--- src/rtl/lcd_bus_pkg.sv ---
// shared constants and carriers for the lcd parallel bus master
package lcd_bus_pkg;

  // ************************************************************
  // register map (byte addresses)
  // ************************************************************
  localparam int unsigned ADDR_W = 5;
  localparam logic [4:0] OFS_QUEUE   = 5'h00; // push command/data byte
  localparam logic [4:0] OFS_FLAGS   = 5'h04; // interface_flags
  localparam logic [4:0] OFS_RD_LOW  = 5'h08; // read_data_low
  localparam logic [4:0] OFS_RD_HIGH = 5'h0c; // read_data_high
  localparam logic [4:0] OFS_LOW_W   = 5'h10; // read strobe low width
  localparam logic [4:0] OFS_HIGH_W  = 5'h14; // read strobe high width
  localparam logic [4:0] OFS_CTRL    = 5'h18; // bus width select

  // ************************************************************
  // field positions
  // ************************************************************
  localparam int unsigned FLG_ROOM  = 0; // queue_room_flag
  localparam int unsigned FLG_VALID = 1; // read data valid
  localparam int unsigned FLG_BUSY  = 2; // transaction in progress
  localparam int unsigned CMD_READ  = 0; // command byte: 1 = read
  localparam int unsigned CMD_DC    = 1; // command byte: d/c value
  localparam int unsigned CTRL_WIDE = 0; // 1 = 16-bit bus

  // ************************************************************
  // reset values and limits
  // ************************************************************
  localparam logic [7:0] LOW_W_RST  = 8'h02;
  localparam logic [7:0] HIGH_W_RST = 8'h01;
  localparam logic [7:0] LOW_W_MIN  = 8'h02;
  localparam logic [7:0] HIGH_W_MIN = 8'h01;
  localparam logic [7:0] CTRL_RST   = 8'h00;
  localparam int unsigned ROOM_MIN  = 2;    // bytes of room for flag
  localparam int unsigned QUEUE_DEPTH = 8;  // two 3-byte writes + slack

  // ************************************************************
  // carriers
  // ************************************************************
  typedef struct packed {
    logic             wr;    // write strobe
    logic             rd;    // read strobe
    logic [4:0]       addr;  // byte address
    logic [7:0]       wdata; // write data
  } reg_req_t;

  typedef struct packed {
    logic        dc;       // 1 data, 0 command
    logic        cs_n;     // chip select, active low
    logic        wr_n;     // write strobe, active low
    logic        rd_n;     // read strobe, active low
    logic        oe;       // output bus enable
    logic [15:0] out_bus;  // write data, high byte on [15:8]
  } lcd_pins_t;

endpackage : lcd_bus_pkg

--- src/rtl/cmd_queue.sv ---
// byte queue shared by command and write data bytes
`timescale 1ns/1ps
module cmd_queue #(
  parameter int unsigned WIDTH = 8,
  parameter int unsigned DEPTH = 8
) (
  // clock and reset
  input  wire logic                     ref_clk,
  input  wire logic                     sys_rst,
  // fill side
  input  wire logic                     push,
  input  wire logic [WIDTH-1:0]         push_data,
  // drain side, data registered one cycle after pop
  input  wire logic                     pop,
  output logic      [WIDTH-1:0]         pop_data_q,
  // state
  output logic                          empty,
  output logic                          full,
  output logic      [$clog2(DEPTH):0]   free
);
  localparam int unsigned PW = $clog2(DEPTH);

  logic [WIDTH-1:0] mem_q [DEPTH];   // storage
  logic [PW-1:0]    wptr_q;          // write pointer
  logic [PW-1:0]    rptr_q;          // read pointer
  logic [PW:0]      cnt_q;           // bytes held

  // refused moves are filtered here, so callers may strobe blindly
  wire do_push = push & ~full;
  wire do_pop  = pop & ~empty;

  assign empty = (cnt_q == '0);
  assign full  = (cnt_q == (PW+1)'(DEPTH));
  assign free  = (PW+1)'(DEPTH) - cnt_q;

  // storage write and registered read
  always_ff @(posedge ref_clk) begin
    if (do_push) begin
      mem_q[wptr_q] <= push_data;
    end
    if (do_pop) begin
      pop_data_q <= mem_q[rptr_q];
    end
  end

  // pointers and occupancy
  always_ff @(posedge ref_clk) begin
    if (sys_rst) begin
      wptr_q <= '0;
      rptr_q <= '0;
      cnt_q  <= '0;
    end else begin
      wptr_q <= wptr_q + PW'(do_push);
      rptr_q <= rptr_q + PW'(do_pop);
      cnt_q  <= cnt_q + (PW+1)'(do_push) - (PW+1)'(do_pop);
    end
  end
endmodule : cmd_queue

--- src/rtl/strobe_timer.sv ---
// down counter that times the read strobe low and high phases
`timescale 1ns/1ps
module strobe_timer #(
  parameter int unsigned W = 8
) (
  // clock and reset
  input  wire logic         ref_clk,
  input  wire logic         sys_rst,
  // control
  input  wire logic         load,
  input  wire logic [W-1:0] value,
  // state
  output logic      [W-1:0] left_q
);
  // load wins over counting; holds at zero when spent
  always_ff @(posedge ref_clk) begin
    if (sys_rst) begin
      left_q <= '0;
    end else if (load) begin
      left_q <= value;
    end else if (left_q != '0) begin
      left_q <= left_q - W'(1);
    end
  end
endmodule : strobe_timer

--- src/rtl/lcd_parallel_bus_master.sv ---
// parallel bus master toward an external graphic lcd controller
//
// Design decisions made here: the register addresses and the strobed register port.
`timescale 1ns/1ps

module lcd_parallel_bus_master #(
  parameter int unsigned DEPTH = lcd_bus_pkg::QUEUE_DEPTH
) (
  // clock and reset
  input  wire logic                  ref_clk,
  input  wire logic                  sys_rst,
  // register port
  input  wire lcd_bus_pkg::reg_req_t req,
  output logic [7:0]                 rdata_q,
  // panel pins
  output lcd_bus_pkg::lcd_pins_t     pins_q,
  input  wire logic [15:0]           in_bus
);
  import lcd_bus_pkg::*;

  // ************************************************************
  // engine states
  // ************************************************************
  typedef enum logic [8:0] {
    S_IDLE    = 9'b000000001, // waiting for a command byte
    S_CMD     = 9'b000000010, // command byte on queue output
    S_DATA_LO = 9'b000000100, // low byte on queue output
    S_DATA_HI = 9'b000001000, // high byte on queue output
    S_W_SETUP = 9'b000010000, // select low, data driven
    S_W_STB   = 9'b000100000, // write strobe low
    S_W_HOLD  = 9'b001000000, // strobe back high, data held
    S_R_LOW   = 9'b010000000, // read strobe low phase
    S_R_HIGH  = 9'b100000000  // read strobe high phase
  } state_t;

  state_t state_q;   // current state
  state_t state_d;   // next state

  // ************************************************************
  // configuration and result registers
  // ************************************************************
  logic [7:0] low_w_q;        // read strobe low width setting
  logic [7:0] high_w_q;       // read strobe high width setting
  logic [7:0] ctrl_q;         // bus width select
  logic       valid_q;        // read result ready
  logic [7:0] input_low_byte_q;   // captured low lane
  logic [7:0] input_high_byte_q;  // captured high lane
  logic       cmd_read_q;     // latched command: read
  logic       cmd_dc_q;       // latched command: d/c value
  logic [7:0] lo_q;           // write low byte, wide mode

  // ************************************************************
  // queue
  // ************************************************************
  logic                     q_pop;     // engine takes a byte
  logic [7:0]               q_data;    // byte popped last
  logic                     q_empty;   // nothing queued
  logic                     q_full;    // no room at all
  logic [$clog2(DEPTH):0]   q_free;    // bytes of room

  // software pushes command and data bytes through one port, so
  // the bus sees them exactly in issue order
  wire q_push = req.wr & (req.addr == OFS_QUEUE);

  cmd_queue #(
    .WIDTH (8),
    .DEPTH (DEPTH)
  ) u_queue (
    .ref_clk    (ref_clk),
    .sys_rst    (sys_rst),
    .push       (q_push),
    .push_data  (req.wdata),
    .pop        (q_pop),
    .pop_data_q (q_data),
    .empty      (q_empty),
    .full       (q_full),
    .free       (q_free)
  );

  // the depth holds two 16-bit writes (three bytes each), so two
  // writes can be posted while the engine is busy
  wire room = (q_free >= ($clog2(DEPTH)+1)'(ROOM_MIN));

  // ************************************************************
  // strobe width timer
  // ************************************************************
  // widths below the floor are raised to it; 8 bits cap at 255
  wire [7:0] low_eff  = (low_w_q  < LOW_W_MIN)  ? LOW_W_MIN
                                                : low_w_q;
  wire [7:0] high_eff = (high_w_q < HIGH_W_MIN) ? HIGH_W_MIN
                                                : high_w_q;

  logic       t_load;   // start a phase
  logic [7:0] t_value;  // phase length
  logic [7:0] t_left;   // cycles left in phase, this one included

  strobe_timer #(
    .W (8)
  ) u_timer (
    .ref_clk (ref_clk),
    .sys_rst (sys_rst),
    .load    (t_load),
    .value   (t_value),
    .left_q  (t_left)
  );

  // ************************************************************
  // engine decode
  // ************************************************************
  wire wide      = ctrl_q[CTRL_WIDE];
  wire cmd_rd    = q_data[CMD_READ];            // command decode
  wire last_phase = (t_left == 8'h01);          // final cycle
  // sample one edge before select and strobe rise
  wire sample    = (state_q == S_R_LOW) & (t_left == 8'h02);
  wire rd_done   = (state_q == S_R_HIGH) & last_phase;

  // next state; every transaction ends in S_IDLE, so the next one
  // starts only after an idle and a command cycle
  always_comb begin
    state_d = state_q;
    q_pop   = 1'b0;
    t_load  = 1'b0;
    t_value = low_eff;
    unique case (state_q)
      S_IDLE: begin
        if (!q_empty) begin
          q_pop   = 1'b1;
          state_d = S_CMD;
        end
      end
      S_CMD: begin
        if (cmd_rd) begin
          // a read leaves the queue alone; earlier writes are done
          t_load  = 1'b1;
          state_d = S_R_LOW;
        end else if (!q_empty) begin
          q_pop   = 1'b1;
          state_d = S_DATA_LO;
        end
      end
      S_DATA_LO: begin
        if (!wide) begin
          state_d = S_W_SETUP;
        end else if (!q_empty) begin
          q_pop   = 1'b1;
          state_d = S_DATA_HI;
        end
      end
      S_DATA_HI: begin
        state_d = S_W_SETUP;
      end
      // three fixed cycles, whatever the width
      S_W_SETUP: begin
        state_d = S_W_STB;
      end
      S_W_STB: begin
        state_d = S_W_HOLD;
      end
      S_W_HOLD: begin
        // the fetch of the next command keeps the strobe high for
        // hold, idle, command and data cycles before next setup
        state_d = S_IDLE;
      end
      S_R_LOW: begin
        if (last_phase) begin
          t_load  = 1'b1;
          t_value = high_eff;
          state_d = S_R_HIGH;
        end
      end
      S_R_HIGH: begin
        if (last_phase) begin
          state_d = S_IDLE;
        end
      end
      default: begin
        state_d = S_IDLE;
      end
    endcase
  end

  // state register
  always_ff @(posedge ref_clk) begin
    if (sys_rst) begin
      state_q <= S_IDLE;
    end else begin
      state_q <= state_d;
    end
  end

  // command and write data latches follow the queue output
  always_ff @(posedge ref_clk) begin
    if (sys_rst) begin
      cmd_read_q <= 1'b0;
      cmd_dc_q   <= 1'b0;
      lo_q       <= 8'h00;
    end else begin
      if (state_q == S_CMD) begin
        cmd_read_q <= q_data[CMD_READ];
        cmd_dc_q   <= q_data[CMD_DC];
      end
      if (state_q == S_DATA_LO) begin
        lo_q <= q_data;
      end
    end
  end

  // ************************************************************
  // pin drive, registered from the next state
  // ************************************************************
  wire nx_write  = (state_d == S_W_SETUP) | (state_d == S_W_STB)
                 | (state_d == S_W_HOLD);
  wire nx_sel    = nx_write | (state_d == S_R_LOW);
  // select is set a cycle before the write strobe falls, together with the read strobe
  wire load_dc   = (state_q == S_CMD);
  wire load_out  = (state_d == S_W_SETUP) & (state_q != S_W_SETUP);
  // the last data byte comes straight off the queue output: a latch
  // would only fill at the very edge that loads the pins
  wire [7:0] lo_lane = wide ? lo_q : q_data;
  // narrow mode leaves the high lane at zero
  wire [7:0] hi_lane = wide ? q_data : 8'h00;

  lcd_pins_t pins_d;  // next pin values
  // idle: selects and strobes high, enable low
  assign pins_d.cs_n    = ~nx_sel;
  assign pins_d.wr_n    = ~(state_d == S_W_STB);
  assign pins_d.rd_n    = ~(state_d == S_R_LOW);
  assign pins_d.oe      = nx_write;
  // d/c and data keep their last value outside transactions
  assign pins_d.dc      = load_dc ? q_data[CMD_DC]
                                  : pins_q.dc;
  assign pins_d.out_bus = load_out ? {hi_lane, lo_lane}
                                   : pins_q.out_bus;

  // pin register
  always_ff @(posedge ref_clk) begin
    if (sys_rst) begin
      pins_q <= '{dc: 1'b0, cs_n: 1'b1, wr_n: 1'b1, rd_n: 1'b1,
                  oe: 1'b0, out_bus: 16'h0000};
    end else begin
      pins_q <= pins_d;
    end
  end

  // ************************************************************
  // register port decode
  // ************************************************************
  wire rd_flags = req.rd & (req.addr == OFS_FLAGS);
  wire rd_low   = req.rd & (req.addr == OFS_RD_LOW);
  wire rd_high  = req.rd & (req.addr == OFS_RD_HIGH);
  wire wr_low_w  = req.wr & (req.addr == OFS_LOW_W);
  wire wr_high_w = req.wr & (req.addr == OFS_HIGH_W);
  wire wr_ctrl   = req.wr & (req.addr == OFS_CTRL);
  wire busy      = (state_q != S_IDLE);

  // status byte; reserved bits read zero
  wire [7:0] flags = {5'b00000, busy, valid_q, room};

  // read mux; unmapped addresses read zero
  logic [7:0] rmux;
  always_comb begin
    unique case (req.addr)
      OFS_FLAGS:   rmux = flags;
      OFS_RD_LOW:  rmux = input_low_byte_q;
      OFS_RD_HIGH: rmux = input_high_byte_q;
      OFS_LOW_W:   rmux = low_w_q;
      OFS_HIGH_W:  rmux = high_w_q;
      OFS_CTRL:    rmux = ctrl_q;
      default:     rmux = 8'h00;
    endcase
  end

  // read data stand in the cycle after the strobe only
  always_ff @(posedge ref_clk) begin
    if (sys_rst) begin
      rdata_q <= 8'h00;
    end else begin
      rdata_q <= req.rd ? rmux : 8'h00;
    end
  end

  // configuration writes; a change mid-read affects next phase
  always_ff @(posedge ref_clk) begin
    if (sys_rst) begin
      low_w_q  <= LOW_W_RST;
      high_w_q <= HIGH_W_RST;
      ctrl_q   <= CTRL_RST;
    end else begin
      if (wr_low_w) begin
        low_w_q <= req.wdata;
      end
      if (wr_high_w) begin
        high_w_q <= req.wdata;
      end
      if (wr_ctrl) begin
        ctrl_q <= req.wdata;
      end
    end
  end

  // ************************************************************
  // read result
  // ************************************************************
  // capture beats a same-cycle clearing read, so no sample is lost
  always_ff @(posedge ref_clk) begin
    if (sys_rst) begin
      input_low_byte_q  <= 8'h00;
      input_high_byte_q <= 8'h00;
    end else begin
      if (sample) begin
        input_low_byte_q <= in_bus[7:0];
      end else if (rd_low) begin
        input_low_byte_q <= 8'h00;
      end
      if (sample) begin
        input_high_byte_q <= wide ? in_bus[15:8]
                                  : 8'h00;
      end else if (rd_high) begin
        input_high_byte_q <= 8'h00;
      end
    end
  end

  // valid rises when the read ends; software polls it, and a set
  // in the clearing cycle wins
  always_ff @(posedge ref_clk) begin
    if (sys_rst) begin
      valid_q <= 1'b0;
    end else if (rd_done) begin
      valid_q <= 1'b1;
    end else if (rd_flags) begin
      valid_q <= 1'b0;
    end
  end

endmodule : lcd_parallel_bus_master

--- config.mk ---
export PLATFORM = sky130hd
export DESIGN_NAME = lcd_parallel_bus_master
export DESIGN_NICKNAME = d
export VERILOG_FILES = /design/src/rtl/lcd_bus_pkg.sv /design/src/rtl/cmd_queue.sv /design/src/rtl/strobe_timer.sv /design/src/rtl/lcd_parallel_bus_master.sv
export SDC_FILE = /design/constraint.sdc
export NUM_CORES = 1
export LEC_CHECK = 0
export BUFFER_PORTS_ARGS = -buffer_cell sky130_fd_sc_hd__buf_2
export CAP_MARGIN = 10
export CELL_PAD_IN_SITES_DETAIL_PLACEMENT = 0
export CELL_PAD_IN_SITES_GLOBAL_PLACEMENT = 1
export CORE_ASPECT_RATIO = 1.25
export CORE_MARGIN = 8
export CORE_UTILIZATION = 52
export DETAILED_ROUTE_END_ITERATION = 16
export PLACE_DENSITY_LB_ADDON = 0.1
export RECOVER_POWER = 25
export SETUP_SLACK_MARGIN = 0.1
export SLEW_MARGIN = 25
export SYNTH_ARGS = -nofsm -noshare
export SYNTH_HDL_FRONTEND = slang
export SYNTH_SLANG_ARGS = --single-unit
--- constraint.sdc ---
create_clock -name ref_clk -period 4.7 [get_ports ref_clk]
set_input_delay 0.705 -clock ref_clk [delete_from_list [all_inputs] [get_ports ref_clk]]
set_output_delay 0.705 -clock ref_clk [all_outputs]
set_load 0.02 [all_outputs]
* Yosys cells after proc, flatten, opt, wreduce, memory -nomap -nowiden
Memory sizes are Yosys's and may differ from the RTL's. A register that Yosys moved wholly into a read port is not among the register bits.
Index checks and enable logic that the tools add are counted.
** Word-level totals
- Output and inout port bits :: 29
- Input port bits :: 33
- Bits in registers :: 105
- Latch bits :: 0
- Bits in writable memories :: 64
- Memory bits (read-only) :: 0
- Memories kept :: 1
** Operators by class
- Add/sub/neg operators :: 6
- Equality and inequality tests :: 23
- Reduce and logical (&&, ||, !) cells :: 8
- Multipliers :: 0
- Multiplexer cells :: 33
- Shift operators :: 0
- Bitwise gates (word level) :: 21
- Magnitude comparators :: 3
- Div/mod/pow operators :: 0
** Memory list
- u_queue.mem_q :: depth 8, bits a word 8, read ports 1, clocked after Yosys merged registers in 1, wr ports 1, line cmd_queue.sv:23 : logic [WIDTH-1:0] mem_q [DEPTH];
** Operator list (count)
- $mux 8 :: 13
- $pmux 9 s8 :: 1
- $mux 9 :: 7
- $pmux 8 s6 :: 1
- $eq 9x5->1 const B :: 2
- $eq 9x6->1 const B :: 2
- $eq 9x8->1 const B :: 2
- $eq 5x5->1 const B :: 3
- $and 1x1->1 :: 12
- $eq 5x4->1 const B :: 2
- $eq 9x1->1 const B :: 1
- $eq 9x2->1 const B :: 1
- $eq 9x3->1 const B :: 1
- $eq 9x4->1 const B :: 1
- $eq 9x7->1 const B :: 1
- $eq 9x9->1 const B :: 1
- $mux 1 :: 9
- $ne 9x1->1 const B :: 1
- $ne 9x5->1 const B :: 1
- $eq 8x1->1 const B :: 1
- $eq 8x2->1 const B :: 1
- $lt 8x1->1 const B :: 1
- $lt 8x2->1 const B :: 1
- $reduce_bool 2->1 :: 4
- 16 further kinds :: 24

* Longest topological paths before layout
- Depth after elaboration :: 9
- Mapped depth :: 14
- Gate-level depth less buffers :: 13

* By module
Synthesis repeated with hierarchy kept, for this count alone.
** Unflattened totals
- Cell total of the unflattened synthesis :: 671
- Area total of the unflattened synthesis :: 7757.4 µm²
** Modules (own cells, without submodules)
- lcd_parallel_bus_master :: times used 1, seq. area each 1741.7 µm², cells each 442, area each 3947.5 µm²
- cmd_queue :: times used 1, seq. area each 2362.3 µm², cells each 172, area each 3337.0 µm²
- strobe_timer :: times used 1, seq. area each 160.2 µm², cells each 57, area each 473.0 µm²

* Least setup slack after synthesis
No wires, ideal clock.
- Path kind :: reg2reg
- From :: register state_q[3]
- To :: register u_queue.cnt_q[1]
- Period minus slack after synthesis :: 2.999 ns
- Stages on the path, launching flop included :: 11
- Setup time :: 0.127 ns
- Data required time :: 4.573 ns
- Arrival time :: 2.872 ns
- Path slack :: 1.701 ns
- Path through :: dfxtp_1 nor4_4 nand3_1 nor2_1 inv_1 a32oi_1 ha_1 inv_1 ha_1 fa_1 nor2b_1
** Between the ends
- Cells in the longest elaborated chain, start to end :: 4
- Elaborated cells on any way between the ends :: 6
- Those cells by class :: 1 x add/sub; 3 x eq/ne; 1 x mux; 1 x bitwise
** RTL lines
- start: declaration :: line lcd_parallel_bus_master.sv:36 : state_t state_q;
- start signal: assignment :: line lcd_parallel_bus_master.sv:187 : state_q <= state_d;
- $eq 9x3->1, or another cell as far along :: line lcd_parallel_bus_master.sv:124 : unique case (state_q)
- $pmux 1 s3 (*) :: line lcd_parallel_bus_master.sv:124
- $and 1x1->1 (*) :: line cmd_queue.sv:30 : wire do_pop = pop & ~empty;
- via u_queue.do_pop :: line cmd_queue.sv:30
- $sub 4x1->4 (*) :: line cmd_queue.sv:55 : cnt_q <= cnt_q + (PW+1)'(do_push) - (PW+1)'(do_pop);
- end signal: assignment :: line cmd_queue.sv:55
- end: declaration :: line cmd_queue.sv:26 : logic [PW:0] cnt_q;
Mark *: on every way through the listed nets, which the timed path passes. The rest lies on a longest branch.
A chain may end at the register's enable or synchronous reset.

* Final worst setup path
Same ends and word-level chain as after synthesis.

==> results <==
- The number of stages on the worst hold path is 2.
- The number of endpoints with negative hold slack in the final report came to 0.
- The register area is approximately 4300 um^2.
- Gates resized during post-CTS repair numbered 0.
- The pre-antenna-repair detailed-routing pass consisted of 5 iterations.
- The total of endpoints with negative setup slack in the final report is 0.
- The prevailing post-synth register cell is sky130_fd_sc_hd__dfxtp_1.
- The run finished with clean final reports.
- The first element of the critical path is state_q[3]$_SDFF_PP0_.
- The startpoint type of the worst setup path is a register.
- TritonCTS built the clock tree.
- By instance count, the leading cell after synthesis is sky130_fd_sc_hd__dfxtp_1.
- Dividing the final minimum period by the clock period gives ~63%.
- In the post-synthesis netlist, the biggest area contributors are sky130_fd_sc_hd__edfxtp_1 (29%), sky130_fd_sc_hd__dfxtp_1 (28%), sky130_fd_sc_hd__mux4_2 (4.8%).
- The number of synthesis warnings is 0.
- Port buffering added 61 buffers.
- Entering global routing, the biggest net connects 62 pins.
- The synthesized design contains between 70 and 80 enable-type register cells.
- Along the worst path, the maximum fanout reaches 10.
- Counting cells, the worst reg-to-reg path comes to 11.
- Dividing the detail-routed wire length by the instance count gives ~18 um.
- The maximum cell stage delay along the critical path is ~0.48 ns.
- The number of violations of the max-capacitance limit is 0.
- The starting density of the core is between 50% and 60%.
- The master cell of the clock root buffer is sky130_fd_sc_hd__clkbuf_16.
- The final routed DRC violation total is 0.
- The maximum clock rate is about 340 MHz.
- The die is 151 um tall.
- The x dimension of the die is 124 um.
- The worst setup path is of the reg -> reg kind.
- The total setup buffers inserted after CTS is 0.
- The cell count after synthesis is about 660.
- STA puts the critical path data required time at around 5.0 ns.
- The mean post-synth cell area is 11.5 um^2.
- Once detailed placement completed, the half-perimeter wirelength came to roughly 12000 um.
- The cell type with the highest aggregate area in the netlist is sky130_fd_sc_hd__edfxtp_1.
- The number of antenna violations at the first check in global routing is 0.
- The number of placed I/O pins is between 60 and 70.
- The hold buffer count at CTS is 0.
- The start point of the worst min-delay path is input_high_byte_q[6]$_SDFFE_PP0P_.
- The maximum level of the CTS H-tree is 4.
- The first global-routing pass estimated 26300 um of wire.
- At the later pin of the worst-skew pair, clock insertion delay measures 0.43 ns.
- The overflow left after global routing is 0.
- For the finished layout, the period the worst path requires is 2.98 ns.
- Setup repair after global routing left no endpoint under its margin.
- The remaining max-slew budget at the tightest pin is between 40% and 50%.
- Global routing used 18.4% of the available tracks.
- The worst min-delay path category is reg -> reg.
- The leakage power figure is between 3 and 4 nW.
- The data arrival time of the critical path is 3.28 ns.
- The number of global-route vias before repair is a little over 5000.
- The clock-pin transition on the worst setup and hold timing paths is 0.07 ns.
- At the end of routability-driven placement, the weighted congestion stood at 0.848.
- The signal on the critical path passes through nor4_4 > nand3_1 > nor2_1 > inv_1 > a32oi_1 > buf_4 > ha_1 > inv_1 > ha_1 > fa_1 > nor2b_1.
- The part of the Yosys area used for sequential elements is ~56%.
- Using the TritonRoute via totals, the vias-per-cell ratio works out to roughly 5.7.
- For this design the ratio of total power to cell area is about 500 nW/um^2.
- The clock passes through at most 2 buffers.
- From synthesis to final layout, the design area changed by 13.4%.
- The slew at the pin closest to its max-slew limit is a little under 0.9 ns.
- The clock arrives with ~0.009 ns of skew.
- The async set or reset register ratio after synthesis is 0%.
- After filler insertion, the fill cell instance count of the layout stands at 1212.
- Wires add up to between 15000 and 20000 um.
- In the final layout, the multi-input gates occupy between 3000 and 4000 um^2.
- The number of rows in the core area is approximately 50.
- The number of synthesized register bits is roughly 180.
- In the final layout, the share of cells above drive strength 1 is between 15 and 20%.
- Measured on the finished design, the core utilization comes to around three fifths.
- The number of nets in the finished design is ~760.
- The core region area is approximately 14000 um^2.
- The final route contains ~5100 vias.
- The max-slew violation total from the final report is 0.
- The TritonCTS sink count is roughly 180.
- The number of nets in the synthesized netlist is roughly 710.
- The number of DRC violations after detailed-routing iteration 0 is around 350.
- The count of nets left with antenna violations after detail routing is 0.
- The library cell contributing the largest single delay on the critical path is sky130_fd_sc_hd__nor4_4.
- By count the netlist is led by sky130_fd_sc_hd__dfxtp_1 (105), sky130_fd_sc_hd__edfxtp_1 (72), sky130_fd_sc_hd__nor2_1 (64).
- The aggregate negative setup slack is 0 ns.
- The die area is 18700 um^2.
- The worst register-to-register path begins at state_q[3]$_SDFF_PP0_.
- The cell area that synthesis handed to floorplanning was about 7600 um^2.
- The TritonCTS buffer count is 17.
- The area share of the largest cell type after synthesis is roughly 29%.
- Across the VDD grid, the largest voltage drop is 0.270 mV.
- The kind of end point of the critical path is a register.
- In this run, distinct cell masters in the synthesized netlist total between 50 and 60.
==> layer usage <==
layer  vias to the layer above  track usage, %  part of all wire (%)
met5                         -               0                     0
met4                         0            6.92                   1.5
met3                        20            4.33                   4.8
met2                       145            30.0                    50
met1                      2460            23.1                    44
li1                       2515               -                     -
==> state kept, by name (all words and copies together) (netlist names) <==
register / cells
input_high_byte_q: 8
high_w_q: 8
valid_q: 1
lo_q: 8
u_queue.rptr_q: 3
u_queue.mem_q: 64
u_timer.left_q: 8
state_q: 9
low_w_q: 8
u_queue.wptr_q: 3
rdata_q: 8
u_queue.cnt_q: 4
input_low_byte_q: 8
u_queue.pop_data_q: 8
ctrl_q: 8
pins_q: 21
==> stage by stage <==
stage / cell area [um^2] / cells / power, mW / setup WS [ns] / hold slack (ns)
2_1_floorplan: 7580 / 661 / 2.69 / 1.70 / 0.432
3_3_place_gp: 8000 / 873 / 2.93 / 1.80 / 0.453
3_5_place_dp: 8000 / 873 / 2.94 / 1.73 / 0.452
4_1_cts: 8610 / 905 / 4.39 / 1.70 / 0.461
5_1_grt: 8590 / 905 / 4.59 / 1.47 / 0.486
6_report: 8590 / 906 / 4.34 / 1.72 / 0.459
==> placed cells by master (no fill, tap or decap), drive strengths merged, types with 24 or more instances in the layout <==
cell	netlist	final
dfxtp	105	105
edfxtp	72	72
nor2	64	64
buf	15	56
a21oi	53	53
nand2	46	46
nand3	44	44
mux2i	32	32
clkbuf	20	31
mux2	24	24
==> kinds of logic (layout without fill, tap and decap cells) <==
| family | Yosys count | after routing | synth area share (%) |
|---|---|---|---|
| fa+ha+maj | 17 | 17 | 2.91 |
| xor+xnor | 14 | 14 | 1.62 |
| mux | 72 | 72 | 12.5 |
| compound gates | 103 | 103 | 8.68 |
| flops | 177 | 177 | 56.3 |
| buf+inv | 48 | 114 | 2.86 |
| simple gates | 230 | 230 | 15.1 |
| other cells | 0 | 1 | 0 |
==> area by class of cell <==
cell class                 count  area share, %
multi-input combinational    436           36.1
antenna                        1         0.0291
timing repair buffer          69           4.06
sequential                   177           49.6
inverter                      13          0.568
tap                          178           2.59
clock buffer                  18           4.99
clock inverter                14           2.04
==> report_power, final <==
| group | internal [mW] | switching, mW | total (mW) |
|---|---|---|---|
| clock | 0.805 | 0.628 | 1.43 |
| combinational | 0.465 | 0.532 | 0.997 |
| sequential | 1.75 | 0.161 | 1.91 |
==> final timing paths <==
kind	slack, ns	end
setup reg to reg	1.72	u_queue.cnt_q[1]$_SDFF_PP0_
setup / recovery	1.72	u_queue.cnt_q[1]$_SDFF_PP0_
hold / removal	0.46	rdata_q[6]$_SDFF_PP0_
hold reg to reg	0.46	rdata_q[6]$_SDFF_PP0_
==> worst max-delay path: cells and delay by family, from the launching register on <==
| kind | cells | cell delay [ns] |
|---|---|---|
| compound gates | 1 | 0.24 |
| fa+ha+maj | 3 | 0.84 |
| simple gates | 4 | 1.01 |
| flops | 1 | 0.38 |
| buf+inv | 3 | 0.37 |
(Power assumes the default switching activity.)
